File: src/rtl/aec_seq_pkg.sv
// constants for the exposure readback and sequencer setup register bank
`default_nettype none
package aec_seq_pkg;
  // =====================================================================
  // serial frame layout: address, write flag, data, msb first
  localparam int ADDR_W     = 9;
  localparam int DATA_W     = 16;
  localparam int HDR_BITS   = 10;
  localparam int FRAME_BITS = 26;
  localparam int CNT_W      = 5;
  localparam int SYNC_N     = 3;

  // =====================================================================
  // register offsets
  localparam logic [ADDR_W-1:0] OFS_COUNT_LOW  = 9'h0B8;
  localparam logic [ADDR_W-1:0] OFS_COUNT_HIGH = 9'h0B9;
  localparam logic [ADDR_W-1:0] OFS_MEAN_LOCK  = 9'h0BA;
  localparam logic [ADDR_W-1:0] OFS_EXPO       = 9'h0BB;
  localparam logic [ADDR_W-1:0] OFS_AMP        = 9'h0BC;
  localparam logic [ADDR_W-1:0] OFS_SPARE_BD   = 9'h0BD;
  localparam logic [ADDR_W-1:0] OFS_SEQ_SETUP  = 9'h0C0;

  // spare read/write words and their reset values
  localparam int SPARE_N = 3;
  localparam int SPARE_W = 10;
  localparam logic [ADDR_W-1:0]  SPARE_OFS [SPARE_N] = '{9'h0B3, 9'h0B4, 9'h0B5};
  localparam logic [SPARE_W-1:0] SPARE_RST [SPARE_N] = '{10'h0AA, 10'h100, 10'h155};

  // =====================================================================
  // field layout
  localparam int COUNT_W      = 19;
  localparam int COUNT_LOW_W  = 16;
  localparam int COUNT_HIGH_W = 3;
  localparam int MEAN_W       = 10;
  localparam int LOCK_BIT     = 12;
  localparam int EXPO_W       = 16;
  localparam int AMP_W        = 2;
  localparam int AMP_A_LSB    = 0;
  localparam int AMP_B_LSB    = 2;
  localparam int DGAIN_LSB    = 4;
  localparam int DGAIN_W      = 12;

  localparam int SEQ_ENABLE_BIT  = 0;
  localparam int SEQ_ROLLING_BIT = 1;
  localparam int SEQ_TRIG_BIT    = 4;
  localparam int SEQ_SLAVE_BIT   = 5;
  localparam logic [DATA_W-1:0] RST_SEQ_SETUP = 16'h0000;
endpackage
`default_nettype wire

File: src/rtl/cfg_port_if.sv
// interface between the serial frame engine and the register bank
`timescale 1ns/1ps
`default_nettype none
interface cfg_port_if;
  import aec_seq_pkg::*;
  logic [ADDR_W-1:0] addr;
  logic [DATA_W-1:0] wr_data;
  logic              wr_en;
  logic              rd_req;
  logic [DATA_W-1:0] rd_data;

  modport engine (output addr, output wr_data, output wr_en, output rd_req, input rd_data);
  modport bank   (input addr, input wr_data, input wr_en, input rd_req, output rd_data);
endinterface
`default_nettype wire

File: src/rtl/spi_frame_engine.sv
// serial configuration port: pin sync, frame shifter and readback shifter
`timescale 1ns/1ps
`default_nettype none
module spi_frame_engine
  import aec_seq_pkg::*;
(
  input  wire logic   ref_clk,
  input  wire logic   rst_n,
  input  wire logic   spi_sclk,
  input  wire logic   spi_ss_n,
  input  wire logic   spi_mosi,
  output logic        spi_miso,
  output logic        spi_miso_oe_n,
  cfg_port_if.engine  port
);
  localparam int PIN_SCLK = 0;
  localparam int PIN_MOSI = 1;
  localparam int PIN_SS_N = 2;
  localparam logic [SYNC_N-1:0] PIN_RST = 3'h4;

  logic [SYNC_N-1:0] pins;
  logic [SYNC_N-1:0] pin_f;
  logic              sclk_d;
  logic [CNT_W-1:0]  bit_cnt;
  logic [FRAME_BITS-1:0] shift_in;
  logic [DATA_W-1:0] out_sh;
  logic              load_q;
  logic              rise;
  logic              fall;
  logic              sel;

  assign pins = {spi_ss_n, spi_mosi, spi_sclk};

  // =====================================================================
  // three-stage sync per pin, change taken when stages two and three agree
  for (genvar i = 0; i < SYNC_N; i++) begin : g_sync
    logic [SYNC_N-1:0] st;
    always_ff @(posedge ref_clk or negedge rst_n) begin
      if (!rst_n) begin
        st       <= {SYNC_N{PIN_RST[i]}};
        pin_f[i] <= PIN_RST[i];
      end else begin
        st <= {st[SYNC_N-2:0], pins[i]};
        if (st[1] == st[2]) begin
          pin_f[i] <= st[2];
        end
      end
    end
  end

  // clock edge detect on the filtered level
  always_ff @(posedge ref_clk or negedge rst_n) begin
    if (!rst_n) begin
      sclk_d <= 1'b0;
    end else begin
      sclk_d <= pin_f[PIN_SCLK];
    end
  end
  assign rise = pin_f[PIN_SCLK] & ~sclk_d;
  assign fall = ~pin_f[PIN_SCLK] & sclk_d;
  assign sel  = ~pin_f[PIN_SS_N];

  // =====================================================================
  // frame shifter; extra bits past a full frame are ignored
  always_ff @(posedge ref_clk or negedge rst_n) begin
    if (!rst_n) begin
      bit_cnt  <= '0;
      shift_in <= '0;
    end else if (!sel) begin
      bit_cnt <= '0;
    end else if (rise && bit_cnt < CNT_W'(FRAME_BITS)) begin
      shift_in <= {shift_in[FRAME_BITS-2:0], pin_f[PIN_MOSI]};
      bit_cnt  <= bit_cnt + CNT_W'(1);
    end
  end

  // request strobes: read after the header, write after the last data bit
  always_ff @(posedge ref_clk or negedge rst_n) begin
    if (!rst_n) begin
      port.rd_req  <= 1'b0;
      port.wr_en   <= 1'b0;
      port.addr    <= '0;
      port.wr_data <= '0;
    end else begin
      port.rd_req <= sel && rise && bit_cnt == CNT_W'(HDR_BITS - 1) && !pin_f[PIN_MOSI];
      port.wr_en  <= sel && rise && bit_cnt == CNT_W'(FRAME_BITS - 1) && shift_in[FRAME_BITS - 1 - HDR_BITS];
      if (sel && rise && bit_cnt == CNT_W'(HDR_BITS - 1)) begin
        port.addr <= shift_in[ADDR_W-1:0];
      end
      if (sel && rise && bit_cnt == CNT_W'(FRAME_BITS - 1)) begin
        port.wr_data <= {shift_in[DATA_W-2:0], pin_f[PIN_MOSI]};
      end
    end
  end

  // =====================================================================
  // readback shifter, new bit on each falling edge of the data phase
  always_ff @(posedge ref_clk or negedge rst_n) begin
    if (!rst_n) begin
      load_q        <= 1'b0;
      out_sh        <= '0;
      spi_miso      <= 1'b0;
      spi_miso_oe_n <= 1'b1;
    end else begin
      load_q        <= port.rd_req;
      spi_miso_oe_n <= ~sel; // released while deselected
      if (!sel) begin
        spi_miso <= 1'b0;
      end else if (load_q) begin
        out_sh <= port.rd_data;
      end else if (fall && bit_cnt >= CNT_W'(HDR_BITS)) begin
        spi_miso <= out_sh[DATA_W-1];
        out_sh   <= {out_sh[DATA_W-2:0], 1'b0};
      end
    end
  end
endmodule // spi_frame_engine
`default_nettype wire

File: src/rtl/aec_seq_regbank.sv
// exposure loop readback and readout sequencer setup behind the serial port
`timescale 1ns/1ps
`default_nettype none
module aec_seq_regbank
  import aec_seq_pkg::*;
(
  input  wire logic               ref_clk,
  input  wire logic               rst_n,
  input  wire logic               spi_sclk,
  input  wire logic               spi_ss_n,
  input  wire logic               spi_mosi,
  output logic                    spi_miso,
  output logic                    spi_miso_oe_n,
  input  wire logic [COUNT_W-1:0] aec_sample_count,
  input  wire logic [MEAN_W-1:0]  aec_mean,
  input  wire logic               aec_locked,
  input  wire logic [EXPO_W-1:0]  aec_exposure,
  input  wire logic [AMP_W-1:0]   analog_amp_step_a,
  input  wire logic [AMP_W-1:0]   analog_amp_step_b,
  input  wire logic [DGAIN_W-1:0] aec_digital_gain,
  output logic                    seq_enable,
  output logic                    rolling_shutter,
  output logic                    triggered_mode,
  output logic                    slave_mode
);
  cfg_port_if port ();

  logic [COUNT_W-1:0] snap_count;
  logic [MEAN_W-1:0]  snap_mean;
  logic               snap_lock;
  logic [EXPO_W-1:0]  snap_expo;
  logic [AMP_W-1:0]   snap_amp_a;
  logic [AMP_W-1:0]   snap_amp_b;
  logic [DGAIN_W-1:0] snap_dgain;
  logic [SPARE_W-1:0] spare [SPARE_N];
  logic               cfg_enable;
  logic               cfg_rolling;
  logic               cfg_trig;
  logic               cfg_slave;
  logic [DATA_W-1:0]  next_rd_data;
  logic               seq_wr;

  // =====================================================================
  // serial port
  spi_frame_engine u_engine (
    .ref_clk       (ref_clk),
    .rst_n         (rst_n),
    .spi_sclk      (spi_sclk),
    .spi_ss_n      (spi_ss_n),
    .spi_mosi      (spi_mosi),
    .spi_miso      (spi_miso),
    .spi_miso_oe_n (spi_miso_oe_n),
    .port          (port)
  );

  // =====================================================================
  // readback snapshot, fed only by the exposure loop, never by the host
  always_ff @(posedge ref_clk or negedge rst_n) begin
    if (!rst_n) begin
      snap_count <= '0;
      snap_mean  <= '0;
      snap_lock  <= 1'b0;
      snap_expo  <= '0;
      snap_amp_a <= '0;
      snap_amp_b <= '0;
      snap_dgain <= '0;
    end else begin
      snap_count <= aec_sample_count;
      snap_mean  <= aec_mean;
      snap_lock  <= aec_locked;
      snap_expo  <= aec_exposure;
      snap_amp_a <= analog_amp_step_a;
      snap_amp_b <= analog_amp_step_b;
      snap_dgain <= aec_digital_gain;
    end
  end

  // =====================================================================
  // spare words, plain storage
  for (genvar i = 0; i < SPARE_N; i++) begin : g_spare
    always_ff @(posedge ref_clk or negedge rst_n) begin
      if (!rst_n) begin
        spare[i] <= SPARE_RST[i];
      end else if (port.wr_en && port.addr == SPARE_OFS[i]) begin
        spare[i] <= port.wr_data[SPARE_W-1:0];
      end
    end
  end

  // =====================================================================
  // sequencer setup word; only its own offset writes it
  assign seq_wr = port.wr_en && port.addr == OFS_SEQ_SETUP;
  always_ff @(posedge ref_clk or negedge rst_n) begin
    if (!rst_n) begin
      cfg_enable  <= RST_SEQ_SETUP[SEQ_ENABLE_BIT];
      cfg_rolling <= RST_SEQ_SETUP[SEQ_ROLLING_BIT];
      cfg_trig    <= RST_SEQ_SETUP[SEQ_TRIG_BIT];
      cfg_slave   <= RST_SEQ_SETUP[SEQ_SLAVE_BIT];
    end else if (seq_wr) begin
      cfg_enable  <= port.wr_data[SEQ_ENABLE_BIT];
      cfg_rolling <= port.wr_data[SEQ_ROLLING_BIT];
      cfg_trig    <= port.wr_data[SEQ_TRIG_BIT];
      cfg_slave   <= port.wr_data[SEQ_SLAVE_BIT];
    end
  end

  // sequencer controls; trigger and slave only count under global shutter
  always_ff @(posedge ref_clk or negedge rst_n) begin
    if (!rst_n) begin
      seq_enable      <= 1'b0;
      rolling_shutter <= 1'b0;
      triggered_mode  <= 1'b0;
      slave_mode      <= 1'b0;
    end else begin
      seq_enable      <= cfg_enable;
      rolling_shutter <= cfg_rolling;
      triggered_mode  <= cfg_trig & ~cfg_rolling;
      slave_mode      <= cfg_slave & ~cfg_rolling;
    end
  end

  // =====================================================================
  // read multiplexer; unmapped and reserved bits read as zero
  always_comb begin
    next_rd_data = '0;
    case (port.addr)
      OFS_COUNT_LOW: begin
        next_rd_data = snap_count[COUNT_LOW_W-1:0];
      end
      OFS_COUNT_HIGH: begin
        next_rd_data[COUNT_HIGH_W-1:0] = snap_count[COUNT_W-1:COUNT_LOW_W];
      end
      OFS_MEAN_LOCK: begin
        next_rd_data[MEAN_W-1:0] = snap_mean;
        next_rd_data[LOCK_BIT]   = snap_lock;
      end
      OFS_EXPO: begin
        next_rd_data = snap_expo;
      end
      OFS_AMP: begin
        next_rd_data[AMP_A_LSB +: AMP_W]     = snap_amp_a;
        next_rd_data[AMP_B_LSB +: AMP_W]     = snap_amp_b;
        next_rd_data[DGAIN_LSB +: DGAIN_W]   = snap_dgain;
      end
      OFS_SPARE_BD: begin
        next_rd_data = '0;
      end
      OFS_SEQ_SETUP: begin
        next_rd_data[SEQ_ENABLE_BIT]  = cfg_enable;
        next_rd_data[SEQ_ROLLING_BIT] = cfg_rolling;
        next_rd_data[SEQ_TRIG_BIT]    = cfg_trig;
        next_rd_data[SEQ_SLAVE_BIT]   = cfg_slave;
      end
      default: begin
        for (int i = 0; i < SPARE_N; i++) begin
          if (port.addr == SPARE_OFS[i]) begin
            next_rd_data[SPARE_W-1:0] = spare[i];
          end
        end
      end
    endcase
  end

  // read word captured on the read request
  always_ff @(posedge ref_clk or negedge rst_n) begin
    if (!rst_n) begin
      port.rd_data <= '0;
    end else if (port.rd_req) begin
      port.rd_data <= next_rd_data;
    end
  end
endmodule // aec_seq_regbank
`default_nettype wire

File: config.mk
export PLATFORM = sky130hd
export DESIGN_NAME = aec_seq_regbank
export DESIGN_NICKNAME = d
export VERILOG_FILES = /design/src/rtl/aec_seq_pkg.sv /design/src/rtl/cfg_port_if.sv /design/src/rtl/spi_frame_engine.sv /design/src/rtl/aec_seq_regbank.sv
export SDC_FILE = /design/constraint.sdc
export NUM_CORES = 1
export LEC_CHECK = 0
export ABC_CLOCK_PERIOD_IN_PS = 3600
export CORE_ASPECT_RATIO = 0.75
export CORE_MARGIN = 3
export CORE_UTILIZATION = 65
export DETAILED_ROUTE_END_ITERATION = 6
export DONT_BUFFER_PORTS = 1
export PLACE_DENSITY = 0.86
export SETUP_SLACK_MARGIN = 0.1
export SLEW_MARGIN = 20
export SYNTH_ARGS = -nofsm -noshare
export SYNTH_HDL_FRONTEND = slang
export SYNTH_SLANG_ARGS = --single-unit
File: constraint.sdc
create_clock -name ref_clk -period 3.6 [get_ports ref_clk]
set_clock_uncertainty 0.15 [all_clocks]
set_input_delay 0.36 -clock ref_clk [delete_from_list [all_inputs] [get_ports ref_clk]]
set_output_delay 0.36 -clock ref_clk [all_outputs]
set_load 0.005 [all_outputs]
==> impl_metrics.json <==
{
  "yosysWarnings": 0,
  "power.leakage_nw": 3.88,
  "r2r-start": "u_engine.port.addr[2]",
  "r2r_end": "spare[14]",
  "gp_congestion": 0.908,
  "syn_avg_cell_area_um2": 13.5,
  "syn_area_um2": 7360,
  "cts_tree": "done",
  "cp-startpoint": "u_engine.port.addr[2]",
  "h-tree-depth": 4,
  "rrSetupSlack_ps": 710,
  "reg2reg_depth": 4,
  "via_count": 4824,
  "antenna_left": 0,
  "clockBufferDepth": 2,
  "p_total_mw": 4.36,
  "yosysTopAreaCell": "dfrtp_1",
  "ys_types": 53,
  "wire_per_inst_um": 24.4,
  "clkSlewWorstSetupHoldPaths_ps": 70,
  "drt-pass1-iter-count": 5,
  "rsz0062_at_grt": "false",
  "place_ws_ps": 857,
  "dp.final_hpwl_um": 10200,
  "vias_per_cell": 6.39,
  "grt-ovfl-total": 0,
  "cp-end-kind": "flop",
  "core_um2": 10700,
  "io_buffers": 0,
  "drt-initial-drc-count": 554,
  "yosys.area.top_type_share": 0.595,
  "start_kind": "flop",
  "slew_headroom": 0.395,
  "antenna_found_initial": 0,
  "grt_first_pass_wirelength_um": 29100,
  "synthTopCellsByArea": "dfrtp_1 (59%), mux2_2 (11%), dfstp_2 (5.4%), mux2i_1 (3.3%), nor2_1 (2.5%)",
  "max_cap_violations": 0,
  "syn_to_final_growth_pct": 17.5,
  "numCtsBuffers": 17,
  "io-pin-count": 73,
  "final_max_slew_viol_count": 0,
  "ys_seq_area_frac": 0.648,
  "synthesis.nets": 614,
  "final_hold_viol_count": 190,
  "path_max_fanout": 23,
  "grt_pass1_vias": 5041,
  "n_antenna_cell": 0,
  "p_per_area_nw_per_um2": 503,
  "max_freq_ghz": 0.347,
  "clk_latency_ps": 430,
  "worstHoldPathType": "input port to async pin",
  "arrival_ps": 3040,
  "finalSetupTns_ps": 0,
  "fin_nets": 676,
  "start_util": 0.691,
  "fp-row-count": 32,
  "dieArea_um2": 12700,
  "grtUsageTotal": 0.311,
  "worstSetupPathDepth": 4,
  "setup_viol": 0,
  "syn_inst": 544,
  "fp.dieW_um": 129,
  "drc": 0,
  "die_h_um": 98.2,
  "post_cts_resized": 0,
  "holdWs_ps": -518,
  "slowest_delay_ps": 930,
  "grt_max_degree": 191,
  "cts_hold_buf": 65,
  "status": "complete, but fails checks",
  "setup_ws_ps": 715,
  "synthFlopType": "dfrtp_1",
  "synth_edf_count": 0,
  "post-route-min-period_ps": 2890,
  "cts_root_buffer": "clkbuf_16",
  "slowest_stage": "dfrtp_1",
  "wl_um": 18400,
  "crit_chain": "nand2b_1 -> nor2_4 -> nand3_4 -> mux2_2",
  "vdd_ir_drop_max_mv": 0.544,
  "failed_checks": "negative hold slack",
  "worstSetupPathType": "flop to flop",
  "path_buf_inv": 0,
  "cp-endpoint": "spare[14]",
  "ys_ff_latch": 190,
  "drive_above_1_share": 0.225,
  "worst_pin_slew_ps": 905,
  "n_fill_cell": 535,
  "fin_crit_sh": 0.801,
  "worstPathRequired_ps": 3760,
  "postSynth.asyncResetShare": 1.00,
  "cts_num_sinks": 190,
  "cts_setup_buffers": 0,
  "cp_top_family": "simple AND/OR/NAND/NOR gates"
}
==> power breakdown <==
group / internal, mW / leakage (nW) / switching (mW)
clock: 1.04 / 0.269 / 0.815
sequential: 2.24 / 2.42 / 0.0894
combinational: 0.113 / 1.19 / 0.0600
==> worst reg2reg max path, stage by stage, from the launching register on <==
cell	delay, ps
dfrtp_1	930
nand2b_1	490
nor2_4	550
nand3_4	280
mux2_2	370
==> per-layer routing <==
layer	vias up	share of wire	wire (µm)	GRT usage
met5	-	0	0	0
met4	0	0.046	837	0.136
met3	59	0.072	1330	0.0842
met2	261	0.49	9060	0.487
met1	2458	0.39	7170	0.412
li1	2046	-	-	-
==> final cells by class <==
cell class                 count  area [µm²]  area share
clock buffer                  21         450      0.0521
clock inverter                11         119      0.0137
inverter                       7        26.3     0.00304
multi-input combinational    322        2440       0.282
sequential                   190        4770       0.552
tap                          136         170      0.0197
timing repair buffer          68         673      0.0778
==> synth_stat cells (all sizes together) (3+ instances only) <==
master,number
nand3b,3
clkbuf,7
maj3,3
dfstp,15
o2bb2ai,11
nor4,3
a31oi,8
o21ai,17
ha,3
a22oi,14
nor3,10
inv,7
a21oi,30
mux2i,24
nor2b,8
nand2,21
nor2,51
nand2b,3
or2,8
dfrtp,175
buf,18
a211o,3
mux2,76
==> worst min-delay path by stage <==
| stage | endpoint | startpoint | depth (start not counted) | slack [ps] |
|---|---|---|---|---|
| floorplan | cfg_enable | rst_n | 0 | -90 |
| global placement | u_engine.out_sh[14] | rst_n | 0 | -80 |
| detailed placement | u_engine.out_sh[14] | rst_n | 0 | -80 |
| CTS | u_engine.port.addr[6] | rst_n | 0 | -540 |
| global route | u_engine.out_sh[13] | rst_n | 0 | -540 |
| finish | u_engine.out_sh[11] | rst_n | 0 | -520 |
==> logic make-up (layout without fill, tap and decap cells) <==
group           count (synthesis)  count (layout)  synth area share
simple gates                  119             119            0.0850
xor+xnor                        2               2           0.00238
flops                         190             190             0.648
fa+ha+maj                       6               6           0.00918
buf+inv                        32             107            0.0219
mux                           100             100             0.149
compound gates                 95              95            0.0843
==> per-stage QoR <==
| stage | std cells | util | area [µm²] |
|---|---|---|---|
| finish | 755 | 0.813 | 8650 |
| global route | 755 | 0.813 | 8650 |
| CTS | 755 | 0.812 | 8640 |
| detailed placement | 658 | 0.697 | 7420 |
| global placement | 658 | 0.697 | 7420 |
| floorplan | 544 | - | 7360 |
==> state kept, by name (all words and copies together), names as in the netlist, 9 cells and up <==
signal,flops
u_engine.out_sh,16
u_engine.port.addr,9
snap_mean,10
u_engine.port.wr_data,10
u_engine.g_sync.st,9
spare,30
port.rd_data,16
snap_dgain,12
u_engine.shift_in,16
snap_expo,16
snap_count,19
==> placed cells by master, fill, tap and decap left out, drive strengths merged, types with 4 or more instances in the layout <==
cell         count
dfrtp          175
mux2            76
dlygate4sd3     65
nor2            51
a21oi           30
mux2i           24
nand2           21
clkbuf          21
o21ai           17
dfstp           15
a22oi           14
o2bb2ai         11
nor3            10
nor2b            8
or2              8
a31oi            8
inv              7
clkinv           5
clkinvlp         4
No activity file was read; power rests on OpenSTA's default activity.
